[src/core/light_ctrl_consts.svh]
`ifndef LIGHT_CTRL_CONSTS_SVH
`define LIGHT_CTRL_CONSTS_SVH

// Register offsets
`define FUNC_REG_OFS 8'h12
`define SAMPLE_REG_OFS 8'h13
`define RISE_REG_OFS 8'h14
`define FALL_REG_OFS 8'h15

// Converter function register fields
`define FUNC_CMP_BIT 7
`define FUNC_EVENT_BIT 6
`define FUNC_SATEN_BIT 5
`define FUNC_OF_BIT 4
`define FUNC_UF_BIT 3
`define FUNC_CLEAR_BIT 2
`define FUNC_AUTO_BIT 1
`define FUNC_CONV_EN_BIT 0

// Reset values
`define SAMPLE_RESET 8'h00
`define RISE_RESET 8'h00
`define FALL_RESET 8'h00
`define READ_RESET 8'h00
// Sample resets to zero, which is already an underflow
`define UNDERFLOW_RESET 1'b1

// Saturation limits and full-scale code
`define OVERFLOW_LIMIT 8'hf8
`define UNDERFLOW_LIMIT 8'h08
`define FULL_SCALE_CODE 8'hff

`endif

[src/core/light_ctrl_pkg.sv]
package light_ctrl_pkg;

  // One register access as handed on by the serial front end
  typedef struct packed {
    logic wr;
    logic rd;
    logic [7:0] addr;
    logic [7:0] wdata;
  } reg_req_t;

  // One converter result
  typedef struct packed {
    logic valid;
    logic [7:0] data;
  } conv_sample_t;

  // Brightness choice for the first bank
  typedef enum logic [0:0] {
    LEVEL_START = 1'b0,
    LEVEL_TARGET = 1'b1
  } bank_level_t;

endpackage

[src/core/hyst_threshold.sv]
`timescale 1ns/1ns
`default_nettype none

module hyst_threshold #(
  parameter int W = 8
) (
  input wire logic [W-1:0] sample_i,
  input wire logic [W-1:0] rise_i,
  input wire logic [W-1:0] fall_i,
  input wire logic level_i,
  output logic level_o
);

  generate
    if (W < 1) begin : g_bad_width
      $error("hyst_threshold: width must be at least one");
    end
  endgenerate

  wire above_rise = sample_i > rise_i;
  wire below_rise = sample_i < rise_i;
  wire below_fall = sample_i < fall_i;
  // Hysteresis collapses onto the rising threshold when the band is empty
  wire no_band = fall_i >= rise_i;
  wire go_low = no_band ? below_rise : below_fall;

  assign level_o = above_rise ? 1'b1 : (go_low ? 1'b0 : level_i);

endmodule

`default_nettype wire

[src/core/light_threshold_ctrl.sv]
// Behaviour
// Compare state goes high above rising threshold, low below falling threshold, else holds.
// Event flag sets whenever the compare state changes either way.
// Event flag clears on a read of the function register or a clear write.
// With saturation enable set, overflow or underflow also sets the event flag.
// Overflow flag is one whenever the sample exceeds f8.
// Underflow flag is one whenever the sample is below 08.
// Writing one to the clear bit clears the event flag; bit self-clears, reads zero.
// With auto mode, bank one goes target above rise, start below fall.
// With auto mode off, comparison is frozen; bank one ignores sample and thresholds.
// With converter enabled, every conversion result is stored as the sample.
// Auto on, converter off: comparison continues on host-written sample values.
// Converter on, auto off: samples stored, bank one does not respond.
// Both enables off: converter off, bank one never changes with light.
// In auto mode with sample inside the band inclusive, bank one holds.
// Falling threshold not below rising: only the rising threshold decides; equal holds.
// Rising and falling thresholds are separate 8-bit writable registers after the sample.
// Sample is an 8-bit unsigned fraction of reference; ff is full scale.
// Compare and saturation flags re-evaluate on every sample update, any source.
// A saturation event is the rising of overflow or underflow flag.
`timescale 1ns/1ns
`default_nettype none
`include "light_ctrl_consts.svh"

module light_threshold_ctrl #(
  parameter int DATA_W = 8
) (
  input wire logic clk_i,
  input wire logic resetn_i,
  input wire light_ctrl_pkg::reg_req_t reg_req_i,
  input wire light_ctrl_pkg::conv_sample_t conv_sample_i,
  output logic [7:0] reg_rdata_o,
  output logic conv_enable_o,
  output light_ctrl_pkg::bank_level_t bank1_level_o,
  output logic light_event_o
);
  import light_ctrl_pkg::*;

  generate
    if (DATA_W != 8) begin : g_bad_width
      $error("light_threshold_ctrl: register map is fixed at 8-bit data");
    end
  endgenerate

  ////////////////////////////////////////////////////////////////////////////
  // State

  logic [7:0] light_sample_value;
  logic [7:0] rising_threshold;
  logic [7:0] falling_threshold;
  logic saturation_event_enable;
  logic auto_brightness_enable;
  logic converter_enable;
  logic conversion_overflow_flag;
  logic conversion_underflow_flag;
  logic light_event_flag;
  bank_level_t threshold_compare_state;

  ////////////////////////////////////////////////////////////////////////////
  // Register decode

  wire sel_func = reg_req_i.addr == `FUNC_REG_OFS;
  wire sel_sample = reg_req_i.addr == `SAMPLE_REG_OFS;
  wire sel_rise = reg_req_i.addr == `RISE_REG_OFS;
  wire sel_fall = reg_req_i.addr == `FALL_REG_OFS;
  wire wr_func = reg_req_i.wr && sel_func;
  wire rd_func = reg_req_i.rd && sel_func;
  // Host write lands only while the converter is off; the converter owns it otherwise
  wire wr_sample = reg_req_i.wr && sel_sample && !converter_enable;
  wire conv_store = converter_enable && conv_sample_i.valid;
  wire clear_write = wr_func && reg_req_i.wdata[`FUNC_CLEAR_BIT];

  ////////////////////////////////////////////////////////////////////////////
  // Sample path

  wire [7:0] next_sample = conv_store ? conv_sample_i.data :
                           (wr_sample ? reg_req_i.wdata : light_sample_value);

  always_ff @(posedge clk_i or negedge resetn_i) begin
    if (!resetn_i) begin
      light_sample_value <= `SAMPLE_RESET;
    end else begin
      light_sample_value <= next_sample;
    end
  end

  ////////////////////////////////////////////////////////////////////////////
  // Threshold and control registers

  always_ff @(posedge clk_i or negedge resetn_i) begin
    if (!resetn_i) begin
      rising_threshold <= `RISE_RESET;
      falling_threshold <= `FALL_RESET;
    end else begin
      if (reg_req_i.wr && sel_rise) begin
        rising_threshold <= reg_req_i.wdata;
      end
      if (reg_req_i.wr && sel_fall) begin
        falling_threshold <= reg_req_i.wdata;
      end
    end
  end

  always_ff @(posedge clk_i or negedge resetn_i) begin
    if (!resetn_i) begin
      saturation_event_enable <= 1'b0;
      auto_brightness_enable <= 1'b0;
      converter_enable <= 1'b0;
    end else if (wr_func) begin
      saturation_event_enable <= reg_req_i.wdata[`FUNC_SATEN_BIT];
      auto_brightness_enable <= reg_req_i.wdata[`FUNC_AUTO_BIT];
      converter_enable <= reg_req_i.wdata[`FUNC_CONV_EN_BIT];
    end
  end

  ////////////////////////////////////////////////////////////////////////////
  // Comparison

  logic cmp_level;

  hyst_threshold #(
    .W(8)
  ) u_cmp (
    .sample_i(light_sample_value),
    .rise_i(rising_threshold),
    .fall_i(falling_threshold),
    .level_i(threshold_compare_state),
    .level_o(cmp_level)
  );

  // Frozen while auto mode is off, so threshold edits cannot move the bank
  bank_level_t next_cmp;
  assign next_cmp = auto_brightness_enable ? bank_level_t'(cmp_level) : threshold_compare_state;
  wire cmp_change = next_cmp != threshold_compare_state;

  always_ff @(posedge clk_i or negedge resetn_i) begin
    if (!resetn_i) begin
      threshold_compare_state <= LEVEL_START;
    end else begin
      threshold_compare_state <= next_cmp;
    end
  end

  ////////////////////////////////////////////////////////////////////////////
  // Saturation and event flag

  wire next_of = light_sample_value > `OVERFLOW_LIMIT;
  wire next_uf = light_sample_value < `UNDERFLOW_LIMIT;
  wire sat_rise = (next_of && !conversion_overflow_flag) || (next_uf && !conversion_underflow_flag);
  wire event_set = cmp_change || (saturation_event_enable && sat_rise);
  wire event_clear = rd_func || clear_write;

  always_ff @(posedge clk_i or negedge resetn_i) begin
    if (!resetn_i) begin
      conversion_overflow_flag <= 1'b0;
      conversion_underflow_flag <= `UNDERFLOW_RESET;
    end else begin
      conversion_overflow_flag <= next_of;
      conversion_underflow_flag <= next_uf;
    end
  end

  // Set beats clear so an event landing on the clearing read is kept
  always_ff @(posedge clk_i or negedge resetn_i) begin
    if (!resetn_i) begin
      light_event_flag <= 1'b0;
    end else if (event_set) begin
      light_event_flag <= 1'b1;
    end else if (event_clear) begin
      light_event_flag <= 1'b0;
    end
  end

  ////////////////////////////////////////////////////////////////////////////
  // Read path

  wire [7:0] func_view = {threshold_compare_state, light_event_flag, saturation_event_enable,
                          conversion_overflow_flag, conversion_underflow_flag, 1'b0,
                          auto_brightness_enable, converter_enable};
  wire [7:0] read_mux = sel_func ? func_view :
                        sel_sample ? light_sample_value :
                        sel_rise ? rising_threshold :
                        sel_fall ? falling_threshold : 8'h00;

  always_ff @(posedge clk_i or negedge resetn_i) begin
    if (!resetn_i) begin
      reg_rdata_o <= `READ_RESET;
    end else if (reg_req_i.rd) begin
      reg_rdata_o <= read_mux;
    end
  end

  ////////////////////////////////////////////////////////////////////////////
  // Outputs

  // Next values mirrored so the outputs line up with their registers
  wire next_conv_en = wr_func ? reg_req_i.wdata[`FUNC_CONV_EN_BIT] : converter_enable;
  wire next_event = event_set ? 1'b1 : (event_clear ? 1'b0 : light_event_flag);

  always_ff @(posedge clk_i or negedge resetn_i) begin
    if (!resetn_i) begin
      conv_enable_o <= 1'b0;
      bank1_level_o <= LEVEL_START;
      light_event_o <= 1'b0;
    end else begin
      conv_enable_o <= next_conv_en;
      bank1_level_o <= next_cmp;
      light_event_o <= next_event;
    end
  end

  wire band_open = falling_threshold < rising_threshold;
endmodule

`default_nettype wire

[config.mk]
export PLATFORM = sky130hd
export DESIGN_NAME = light_threshold_ctrl
export DESIGN_NICKNAME = d
export VERILOG_FILES = /design/src/core/light_ctrl_pkg.sv /design/src/core/hyst_threshold.sv /design/src/core/light_threshold_ctrl.sv
export VERILOG_INCLUDE_DIRS = /design/src /design/src/core
export SDC_FILE = /design/constraint.sdc
export NUM_CORES = 1
export LEC_CHECK = 0
export ABC_CLOCK_PERIOD_IN_PS = 3500
export BUFFER_PORTS_ARGS = -buffer_cell sky130_fd_sc_hd__buf_2
export CORE_UTILIZATION = 45
export CTS_CLUSTER_SIZE = 8
export DETAILED_ROUTE_END_ITERATION = 8
export HOLD_SLACK_MARGIN = 0.06
export PLACE_DENSITY = 0.66
export SLEW_MARGIN = 20
export SYNTH_ARGS = -nofsm -noshare
export SYNTH_HDL_FRONTEND = slang
export SYNTH_SLANG_ARGS = --single-unit
[constraint.sdc]
create_clock -name clk_i -period 3.5 [get_ports clk_i]
set_clock_uncertainty 0.05 [all_clocks]
set_input_delay 0 -clock clk_i [delete_from_list [all_inputs] [get_ports clk_i]]
set_output_delay 0 -clock clk_i [all_outputs]
set_load 0.01 [all_outputs]
# Yosys cells after proc, flatten, opt, wreduce, memory -nomap -nowiden

Cells that the tools add are included.

Bits in registers: 39
Bits in writable memories: 0
Latch bits: 0
ROM bits: 0
Memories: 0
Bits of input ports: 29
Output and inout bits: 11
Word-level logic and storage cells: 53

Order comparisons: 6
Shifts and indexed selects: 0
Eq/ne operators: 5
Div/mod/pow operators: 0
Reduce and logical (&&, ||, !) cells: 19
Bitwise gates (word level): 0
Mux-type cells: 12
Multipliers: 0
Add/subtract/negate cells: 0

Operator list:

| cell                                                 | count |
|---|---|
| two-way mux 8 bit                                    | 6 |
| == test 8 x 5 -> 1 bit, second input constant        | 4 |
| < comparator 8 bit                                   | 2 |
| logical AND 1 bit                                    | 11 |
| >= comparator 8 bit                                  | 1 |
| greater-than comparator 8 bit                        | 1 |
| greater-than comparator 8 bit, second input constant | 1 |
| < comparator 8 x 4 -> 1 bit, second input constant   | 1 |
| two-way mux 1 bit                                    | 6 |
| nonzero test 2 bit                                   | 2 |
| logical NOT 1 bit                                    | 3 |
| logical OR 1 bit                                     | 3 |
| != test 1 bit                                        | 1 |

# Longest topological paths before layout

Gate-level depths: netlist of the first run.

Depth in word-level cells: 8
Gate-level depth with buffers: 8
Depth with buffers taken out: 7

# By module

Synthesis of the first run repeated with hierarchy kept, for this count alone.

Cells, all modules: 232
Area, all modules: 2482.4 sq um

By module, submodules not included:

| module               | sequential area each (sq um) | cells an instance | area each (sq um) | times used |
|---|---|---|---|---|
| light_threshold_ctrl | 977.2                        | 159               | 1924.3            | 1 |
| hyst_threshold       | 0.0                          | 73                | 558.0             | 1 |

# Worst setup path after synthesis of the first run

No wires, ideal clock.

Path type: register -> register
From: reg falling_threshold[0]
To: reg light_event_flag
Path slack: 1.655 ns
Period minus slack after synthesis: 1.845 ns
Arrival time: 1.708 ns
Required time: 3.363 ns
Stages on the path, launching flop included: 8
Buffers on the path: 0
Library setup time: 0.087 ns
Cell sequence: dfrtp_1 > inv_1 > ha_1 > nand2b_1 > a2111o_1 > a31o_2 > o22a_1 > o211ai_1

Word-level cells in the longest chain between the ends: 8
Elaborated cells between the ends (all ways): 10
Classes of those cells: order compare: 2; eq/ne: 1; mux: 5; reduce/logical: 2

RTL lines:

| element                                                   | RTL line                                   | text |
|---|---|---|
| start: declaration                                        | light_threshold_ctrl.sv:50                 | `logic [7:0] falling_threshold;` |
| start signal: assignment                                  | light_threshold_ctrl.sv:93                 | `` falling_threshold <= `FALL_RESET; `` |
| start signal: assignment                                  | light_threshold_ctrl.sv:99                 | `falling_threshold <= reg_req_i.wdata;` |
| < comparator 8 bit or >= comparator 8 bit (tied branches) | hyst_threshold.sv:22, hyst_threshold.sv:24 |  |
| two-way mux 1 bit (*)                                     | hyst_threshold.sv:25                       | `wire go_low = no_band ? below_rise : below_fall;` |
| two-way mux 1 bit (*) (2 in series)                       | hyst_threshold.sv:27                       | `assign level_o = above_rise ? 1'b1 : (go_low ? 1'b0 : level_i);` |
| two-way mux 1 bit (*)                                     | light_threshold_ctrl.sv:133                | `assign next_cmp = auto_brightness_enable ? bank_level_t'(cmp_level) : threshold_compare_state;` |
| != test 1 bit (*)                                         | light_threshold_ctrl.sv:134                | `wire cmp_change = next_cmp != threshold_compare_state;` |
| logical OR 1 bit (*)                                      | light_threshold_ctrl.sv:150                | `wire event_set = cmp_change \|\| (saturation_event_enable && sat_rise);` |
| two-way mux 1 bit or nonzero test 2 bit (tied branches)   | n/a                                        |  |
| end signal: assignment                                    | light_threshold_ctrl.sv:166                | `light_event_flag <= 1'b0;` |
| end signal: assignment                                    | light_threshold_ctrl.sv:168                | `light_event_flag <= 1'b1;` |
| end signal: assignment                                    | light_threshold_ctrl.sv:170                | `light_event_flag <= 1'b0;` |
| end: declaration                                          | light_threshold_ctrl.sv:56                 | `logic light_event_flag;` |

Every way passes the cells marked *; elsewhere a longest branch is shown, timed or not.
A chain may end at the register's enable or synchronous reset.

# Worst setup path after layout of the first run

Ends and elaborated chain as after synthesis.

==> flow_metrics.py, run 1 <==
metrics = {
    "status": {
        "status": "complete, no violations",
    },
    "setup_path": {
        "worstSetupPathType": "register to register",
        "crit_path_end_kind": "register",
        "r2r_slack_ns": 1.49,
        "cp_cell_sequence": "inv_1, ha_1, nand2b_1, a2111o_1, a31o_2, o22a_1, o211ai_1",
        "cp.required_ns": 3.67,
        "start_kind": "register",
        "path_delay_family": "compound AO/OA/AOI/OAI gates",
        "cp_slowest_cell": "a2111o_1",
        "slowest_delay_ns": 0.44,
        "worst-path-max-fanout": 3,
        "arrival_ns": 2.18,
        "worst-path-buf-inv": 1,
        "crit_cells": 7,
        "reg2regPathDepth": 7,
    },
    "pwr": {
        "power_density_nw_per_um2": 426,
        "seq_power_share_pct": 46.8,
        "p_int_uw": 842,
        "share_comb_of_total_power_pct": 30.3,
        "swShare_pct": 34.6,
        "peakVddDrop_mv": 0.303,
        "p_leak_uw": 0.00151,
        "power_switching_uw": 446,
        "clock_power_share_pct": 23.0,
    },
    "logic_synthesis": {
        "syn-instance-count": 256,
        "synth_edf_count": 0,
        "synth_area_leader_cell": "dfrtp_1",
        "synthFlopType": "dfrtp_1",
        "ys_ff_latch": 39,
        "synth_cell_types": 47,
        "synth-xor-area-share_pct": 0,
        "synth_top_area_share_pct": 37.4,
        "syn-num-nets": 308,
        "yosysSeqAreaShare_pct": 38.5,
        "synth-simple-area-share_pct": 15.5,
        "syn_avg_cell_area_um2": 9.92,
        "synth_top_family_by_area": "compound AO/OA/AOI/OAI gates",
        "ys_async_sr_fraction_pct": 100,
        "yosys_warnings": 0,
        "synthMuxAreaShare_pct": 8.42,
        "synth-compound-area-share_pct": 20.5,
        "synthAdderAreaFrac_pct": 11.3,
        "syn_area_um2": 2540,
        "synth_area_leaders": "dfrtp_1, ha_1, mux2_2",
    },
    "routing": {
        "drtAntennaViolNets": 0,
        "wirelength_um": 6190,
        "routed_via_density": 5.50,
        "drt-initial-drc-count": 133,
        "num_vias": 2107,
        "drcViolationCount": 0,
        "drt_pass1_iterations": 4,
        "routedWlPerCell_um": 16.2,
    },
    "sta": {
        "hold_viol": 0,
        "setup_violations": 0,
        "period_needed_ns": 2.01,
        "fmax_ghz": 0.497,
        "slew_viol_final": 0,
        "max_slew_margin_pct": 41.3,
        "tns_ns": 0,
        "min_period_over_period_pct": 57.4,
        "rsz0062_at_grt": "false",
        "worst_pin_slew_ns": 0.880,
    },
    "cells_and_area": {
        "final_nets": 364,
        "fin_cells": 383,
        "final_common_cell": "buf_2",
        "diodes": 0,
        "drive_gt1_share_pct": 22.0,
        "seqCellArea_um2": 977,
        "multi_input_area_um2": 1420,
        "fillCellCount": 484,
        "area_growth_pct": 18.9,
        "mostFrequentLayoutCells": "buf_2, dfrtp_1, o21ai_0, ha_1, a21oi_1",
    },
    "global_routing": {
        "grt_max_degree": 40,
        "grt_pass1_vias": 2021,
        "grt_pass1_wl_um": 10100,
        "antenna_found_initial": 0,
        "gr-usage-all-layers_pct": 22.0,
        "overflow": 0,
    },
    "placement": {
        "dpl.hpwl_um": 4500,
        "portBuffers": 39,
        "place_inst": 357,
        "gp_congestion": 0.915,
    },
    "clock_network": {
        "numCtsBuffers": 5,
        "clk_pin_slew_ns": 0.07,
        "insertion_delay_ns": 0.29,
        "cts_sinks": 39,
        "h-tree-depth": 2,
        "cts_tree": "done",
        "clock_path_buffers": 2,
        "cts_root_buf": "clkbuf_8",
        "cts_resized": 0,
    },
    "floorplanning": {
        "ios": 40,
        "start_util_pct": 48.2,
        "die_area_um2": 5950,
        "die_w_um": 77.1,
        "die_height_um": 77.1,
        "coreArea_um2": 5270,
        "rows": 26,
    },
    "min_path": {
        "hold_depth": 4,
        "min_path_type": "input pin to register",
    },
    "flow_run": {
        "maxCapViolCount": 0,
    },
}
per-stage QoR:
stage               power, uW  utilization [%]  area (um^2)  hold WS, ns  worst slack [ns]
finish                   1290             57.3         3020        0.131              1.49
global route             1390             57.3         3020        0.162              1.39
CTS                      1290             57.3         3020        0.131              1.50
floorplan                 851                -         2540       -0.346              1.66
global placement          974             52.3         2760        0.123              1.60
detailed placement        978             52.3         2760        0.124              1.51
power groups by stage:
stage | clock [uW] | sequential (uW) | combinational, uW
6_report | 296 | 602 | 390
5_1_grt | 322 | 615 | 449
4_1_cts | 305 | 599 | 388
3_5_place_dp | 0 | 609 | 370
3_3_place_gp | 0 | 607 | 367
2_1_floorplan | 0 | 583 | 269
cell type report:
type	instances	share of cell area, %
multi-input cells	189	46.9
flip-flops and latches	39	32.4
repair buffers	59	12.9
well taps	70	2.90
clock buffers	7	2.53
inverters	18	2.24
clock inverters	1	0.166
state kept, by name (all words and copies together) (netlist names):
| signal | count |
|---|---|
| threshold_compare_state | 1 |
| conversion_overflow_flag | 1 |
| light_sample_value | 8 |
| saturation_event_enable | 1 |
| reg_rdata_o | 8 |
| conv_enable_o | 1 |
| auto_brightness_enable | 1 |
| rising_threshold | 8 |
| conversion_underflow_flag | 1 |
| falling_threshold | 8 |
| light_event_flag | 1 |
kinds of logic after synthesis:
logic type / after synthesis
and+or+nand+nor: 66
buffers and inverters: 28
adders and majority gates: 23
DFF: 39
muxes: 20
AOI/OAI and AO/OA: 80
final timing paths:
check                                    startpoint                     to
min reg2reg                conversion_overflow_flag         reg_rdata_o[4]
min in group asynchronous                  resetn_i  light_sample_value[7]
max reg2reg                    falling_threshold[0]       light_event_flag
max                            falling_threshold[0]       light_event_flag
min                                   reg_req_i[17]       light_event_flag
max in group asynchronous                  resetn_i   falling_threshold[0]
tightest hold or removal path, delay by kind of cell:
family | cells | cell delay (ns)
AO/OA/AOI/OAI | 2 | 0.19
buffers and inverters | 1 | 0.14
AND/OR/NAND/NOR | 1 | 0.10
Yosys cell counts (2+ instances only):
cell type	n
mux2i_1	9
a32oi_1	2
buf_6	3
dfrtp_1	38
mux2_2	11
o211ai_1	4
nand2_1	13
or4_1	3
o21ai_0	23
ha_1	23
nand4_1	3
buf_2	3
a21oi_2	2
nand2b_1	4
a21o_1	10
nor3_1	2
and2_1	2
o21ai_2	2
nor2_1	10
a21oi_1	22
nand3_1	7
inv_1	18
nor2b_1	12
a22o_1	6
and4_1	2
timing repair:
| item | 4_1_cts | 5_1_grt |
|---|---|---|
| endpoints found under the hold margin | 66 | 0 |
| setup buffers | 0 | 0 |
| hold buffers | 18 | 0 |
| setup endpoints to repair | 0 | 0 |
per-layer routing:
metal  global-route usage, %  up-vias  part of all wire, %
met2                    34.0       63                   45
met3                    5.00        7                  5.8
met5                       0        -                    0
met4                    6.60        0                 0.97
met1                    30.4      998                   48
li1                        -     1039                    -
No activity file was read; power rests on OpenSTA's default activity.
==> run 2: changes to the inputs <==
--- a/config.mk
+++ b/config.mk
@@ -6,7 +6,7 @@
 export SDC_FILE = /design/constraint.sdc
 export NUM_CORES = 1
 export LEC_CHECK = 0
-export ABC_CLOCK_PERIOD_IN_PS = 3500
+export ABC_CLOCK_PERIOD_IN_PS = 2000
 export BUFFER_PORTS_ARGS = -buffer_cell sky130_fd_sc_hd__buf_2
 export CORE_UTILIZATION = 45
 export CTS_CLUSTER_SIZE = 8
==> constraint.sdc (replaced) <==
create_clock -name clk_i -period 2 [get_ports clk_i]
set_clock_uncertainty 0.05 [all_clocks]
set_input_delay 0 -clock clk_i [delete_from_list [all_inputs] [get_ports clk_i]]
set_output_delay 0 -clock clk_i [all_outputs]
set_load 0.01 [all_outputs]
==> run 2 against run 1 <==
  * Via count rose by 0.57%
  * Clock power is 74% higher
  * Combinational power up 94%
  * Design area up 2.1%
  * Clock-buffer cell count stayed put
  * Power up 79%
  * Critical path depth fell by 1
  * Register-to-register slack worse by 1.4 ns
  * First-iteration DRC count decreased by 12%
  * Sequential power is 71% higher
  * Routed wire length rose by 1.8%
  * Largest cell class unchanged
==> flow_metrics.py, run 2 (synthesized netlist as in run 1, its figures left out) <==
metrics = {
    "status": {
        "status": "complete, no violations",
    },
    "flow_run": {
        "maxCapViolCount": 0,
    },
    "floorplanning": {
        "die_w_um": 77.1,
        "die_area_um2": 5950,
        "die_height_um": 77.1,
        "coreArea_um2": 5270,
        "start_util_pct": 48.2,
        "ios": 40,
        "rows": 26,
    },
    "setup_path": {
        "worstSetupPathType": "register to register",
        "start_kind": "register",
        "cp.required_ns": 2.17,
        "cp_slowest_cell": "dfrtp_1",
        "arrival_ns": 2.10,
        "worst-path-max-fanout": 4,
        "crit_path_end_kind": "register",
        "path_delay_family": "compound AO/OA/AOI/OAI gates",
        "slowest_delay_ns": 0.42,
        "worst-path-buf-inv": 0,
        "cp_cell_sequence": "ha_1, nand2b_1, a2111o_1, a31o_2, o22a_1, o211ai_1",
    },
    "routing": {
        "drt-initial-drc-count": 117,
        "drt_pass1_iterations": 4,
        "wirelength_um": 6300,
        "drcViolationCount": 0,
        "routedWlPerCell_um": 16.1,
        "routed_via_density": 5.42,
        "drtAntennaViolNets": 0,
        "num_vias": 2119,
    },
    "sta": {
        "rsz0062_at_grt": "false",
        "slew_viol_final": 0,
        "tns_ns": 0,
        "worst_pin_slew_ns": 0.900,
        "max_slew_margin_pct": 40.0,
        "fmax_ghz": 0.517,
        "fin_ws_ns": 0.0662,
        "min_period_over_period_pct": 96.7,
        "period_needed_ns": 1.93,
        "setup_violations": 0,
        "hold_viol": 0,
    },
    "global_routing": {
        "grtUsageMet3_pct": 3.33,
        "grt_pass1_vias": 2073,
        "gr-usage-all-layers_pct": 22.4,
        "overflow": 0,
        "use_met2_pct": 35.6,
        "grt_pass1_wl_um": 10200,
        "met1_usage_pct": 31.3,
        "top_usage_layer": "met2",
        "antenna_found_initial": 0,
        "grt_max_degree": 40,
    },
    "clock_network": {
        "cts_tree": "done",
        "cts_sinks": 39,
        "insertion_delay_ns": 0.29,
        "h-tree-depth": 2,
        "clock_path_buffers": 2,
        "clk_pin_slew_ns": 0.07,
        "numCtsBuffers": 5,
        "cts_root_buf": "clkbuf_8",
    },
    "pwr": {
        "peakVddDrop_mv": 0.455,
        "seq_power_share_pct": 44.7,
        "share_comb_of_total_power_pct": 32.8,
        "swShare_pct": 34.4,
        "power_density_nw_per_um2": 746,
        "p_int_uw": 1510,
        "power_switching_uw": 790,
        "clock_power_share_pct": 22.4,
        "p_leak_uw": 0.00154,
        "power.total_uw": 2300,
    },
    "cells_and_area": {
        "drive_gt1_share_pct": 24.0,
        "final_nets": 372,
        "area_growth_pct": 21.3,
        "final_common_cell": "buf_2",
        "mostFrequentLayoutCells": "buf_2, dfrtp_1, o21ai_0, ha_1, a21oi_1",
        "fin_cells": 391,
        "final_area_um2": 3080,
        "diodes": 0,
    },
    "placement": {
        "place_ws_ns": 0.0398,
        "place_area_um2": 2800,
        "dpl.hpwl_um": 4590,
        "place_inst": 363,
        "gp_congestion": 0.929,
        "portBuffers": 39,
    },
    "min_path": {
        "min_path_type": "input pin to register",
    },
}
==> run 2: path summary, 6_finish.rpt <==
kind	startpoint	endpoint	slack, ns	cells after the start
min in group asynchronous	resetn_i	reg_rdata_o[6]	0.32	2
min	reg_req_i[17]	light_event_flag	0.14	4
max reg2reg	rising_threshold[0]	light_event_flag	0.07	6
max in group asynchronous	resetn_i	light_sample_value[3]	1.02	2
max	rising_threshold[0]	light_event_flag	0.07	6
min reg2reg	conversion_overflow_flag	reg_rdata_o[4]	0.46	2
==> run 2: repair_timing <==
item	CTS	global route
buffers inserted	0	1
hold buffers	19	0
endpoints found under the hold margin	66	0
endpoints found under the setup margin	0	1
gates resized for setup	0	1
==> run 2: power by group through the flow <==
stage	combinational (uW)	sequential, uW	clock, uW
after global placement	705	1040	0
after global routing	854	1050	551
after CTS	748	1030	527
after floorplan	470	1020	0
final	755	1030	516
after detailed placement	715	1040	0
==> run 2: per-stage QoR <==
step / hold WS (ns) / utilization, %
CTS: 0.126 / 58.3
floorplan: -0.346 / -
detailed placement: 0.122 / 53.2
global route: 0.168 / 58.5
global placement: 0.123 / 53.2
finish: 0.144 / 58.5
==> run 2: cell type report <==
| cell class | count | area, um^2 |
|---|---|---|
| Fill cell | 498 | 2190 |
| Sequential cell | 39 | 977 |
| Timing Repair Buffer | 67 | 453 |
| Tap cell | 70 | 87.6 |
| Inverter | 18 | 67.6 |
| Multi-Input combinational cell | 189 | 1420 |
| Clock buffer | 7 | 76.3 |
| Clock inverter | 1 | 5.00 |
==> run 2: layer usage <==
metal  part of all wire (%)  vias up  wire length, um
met3                    5.2        7              328
met2                     46       59             2900
li1                       -     1057                -
met4                    1.2        0               73
met1                     48      996             3000
met5                      0        -                0
==> run 2: worst reg2reg max path: stages (launching register included) <==
cell and delay, ns:
dfrtp_1 0.42, ha_1 0.30, nand2b_1 0.15, a2111o_1 0.38, a31o_2 0.23, o22a_1 0.16
o211ai_1 0.16
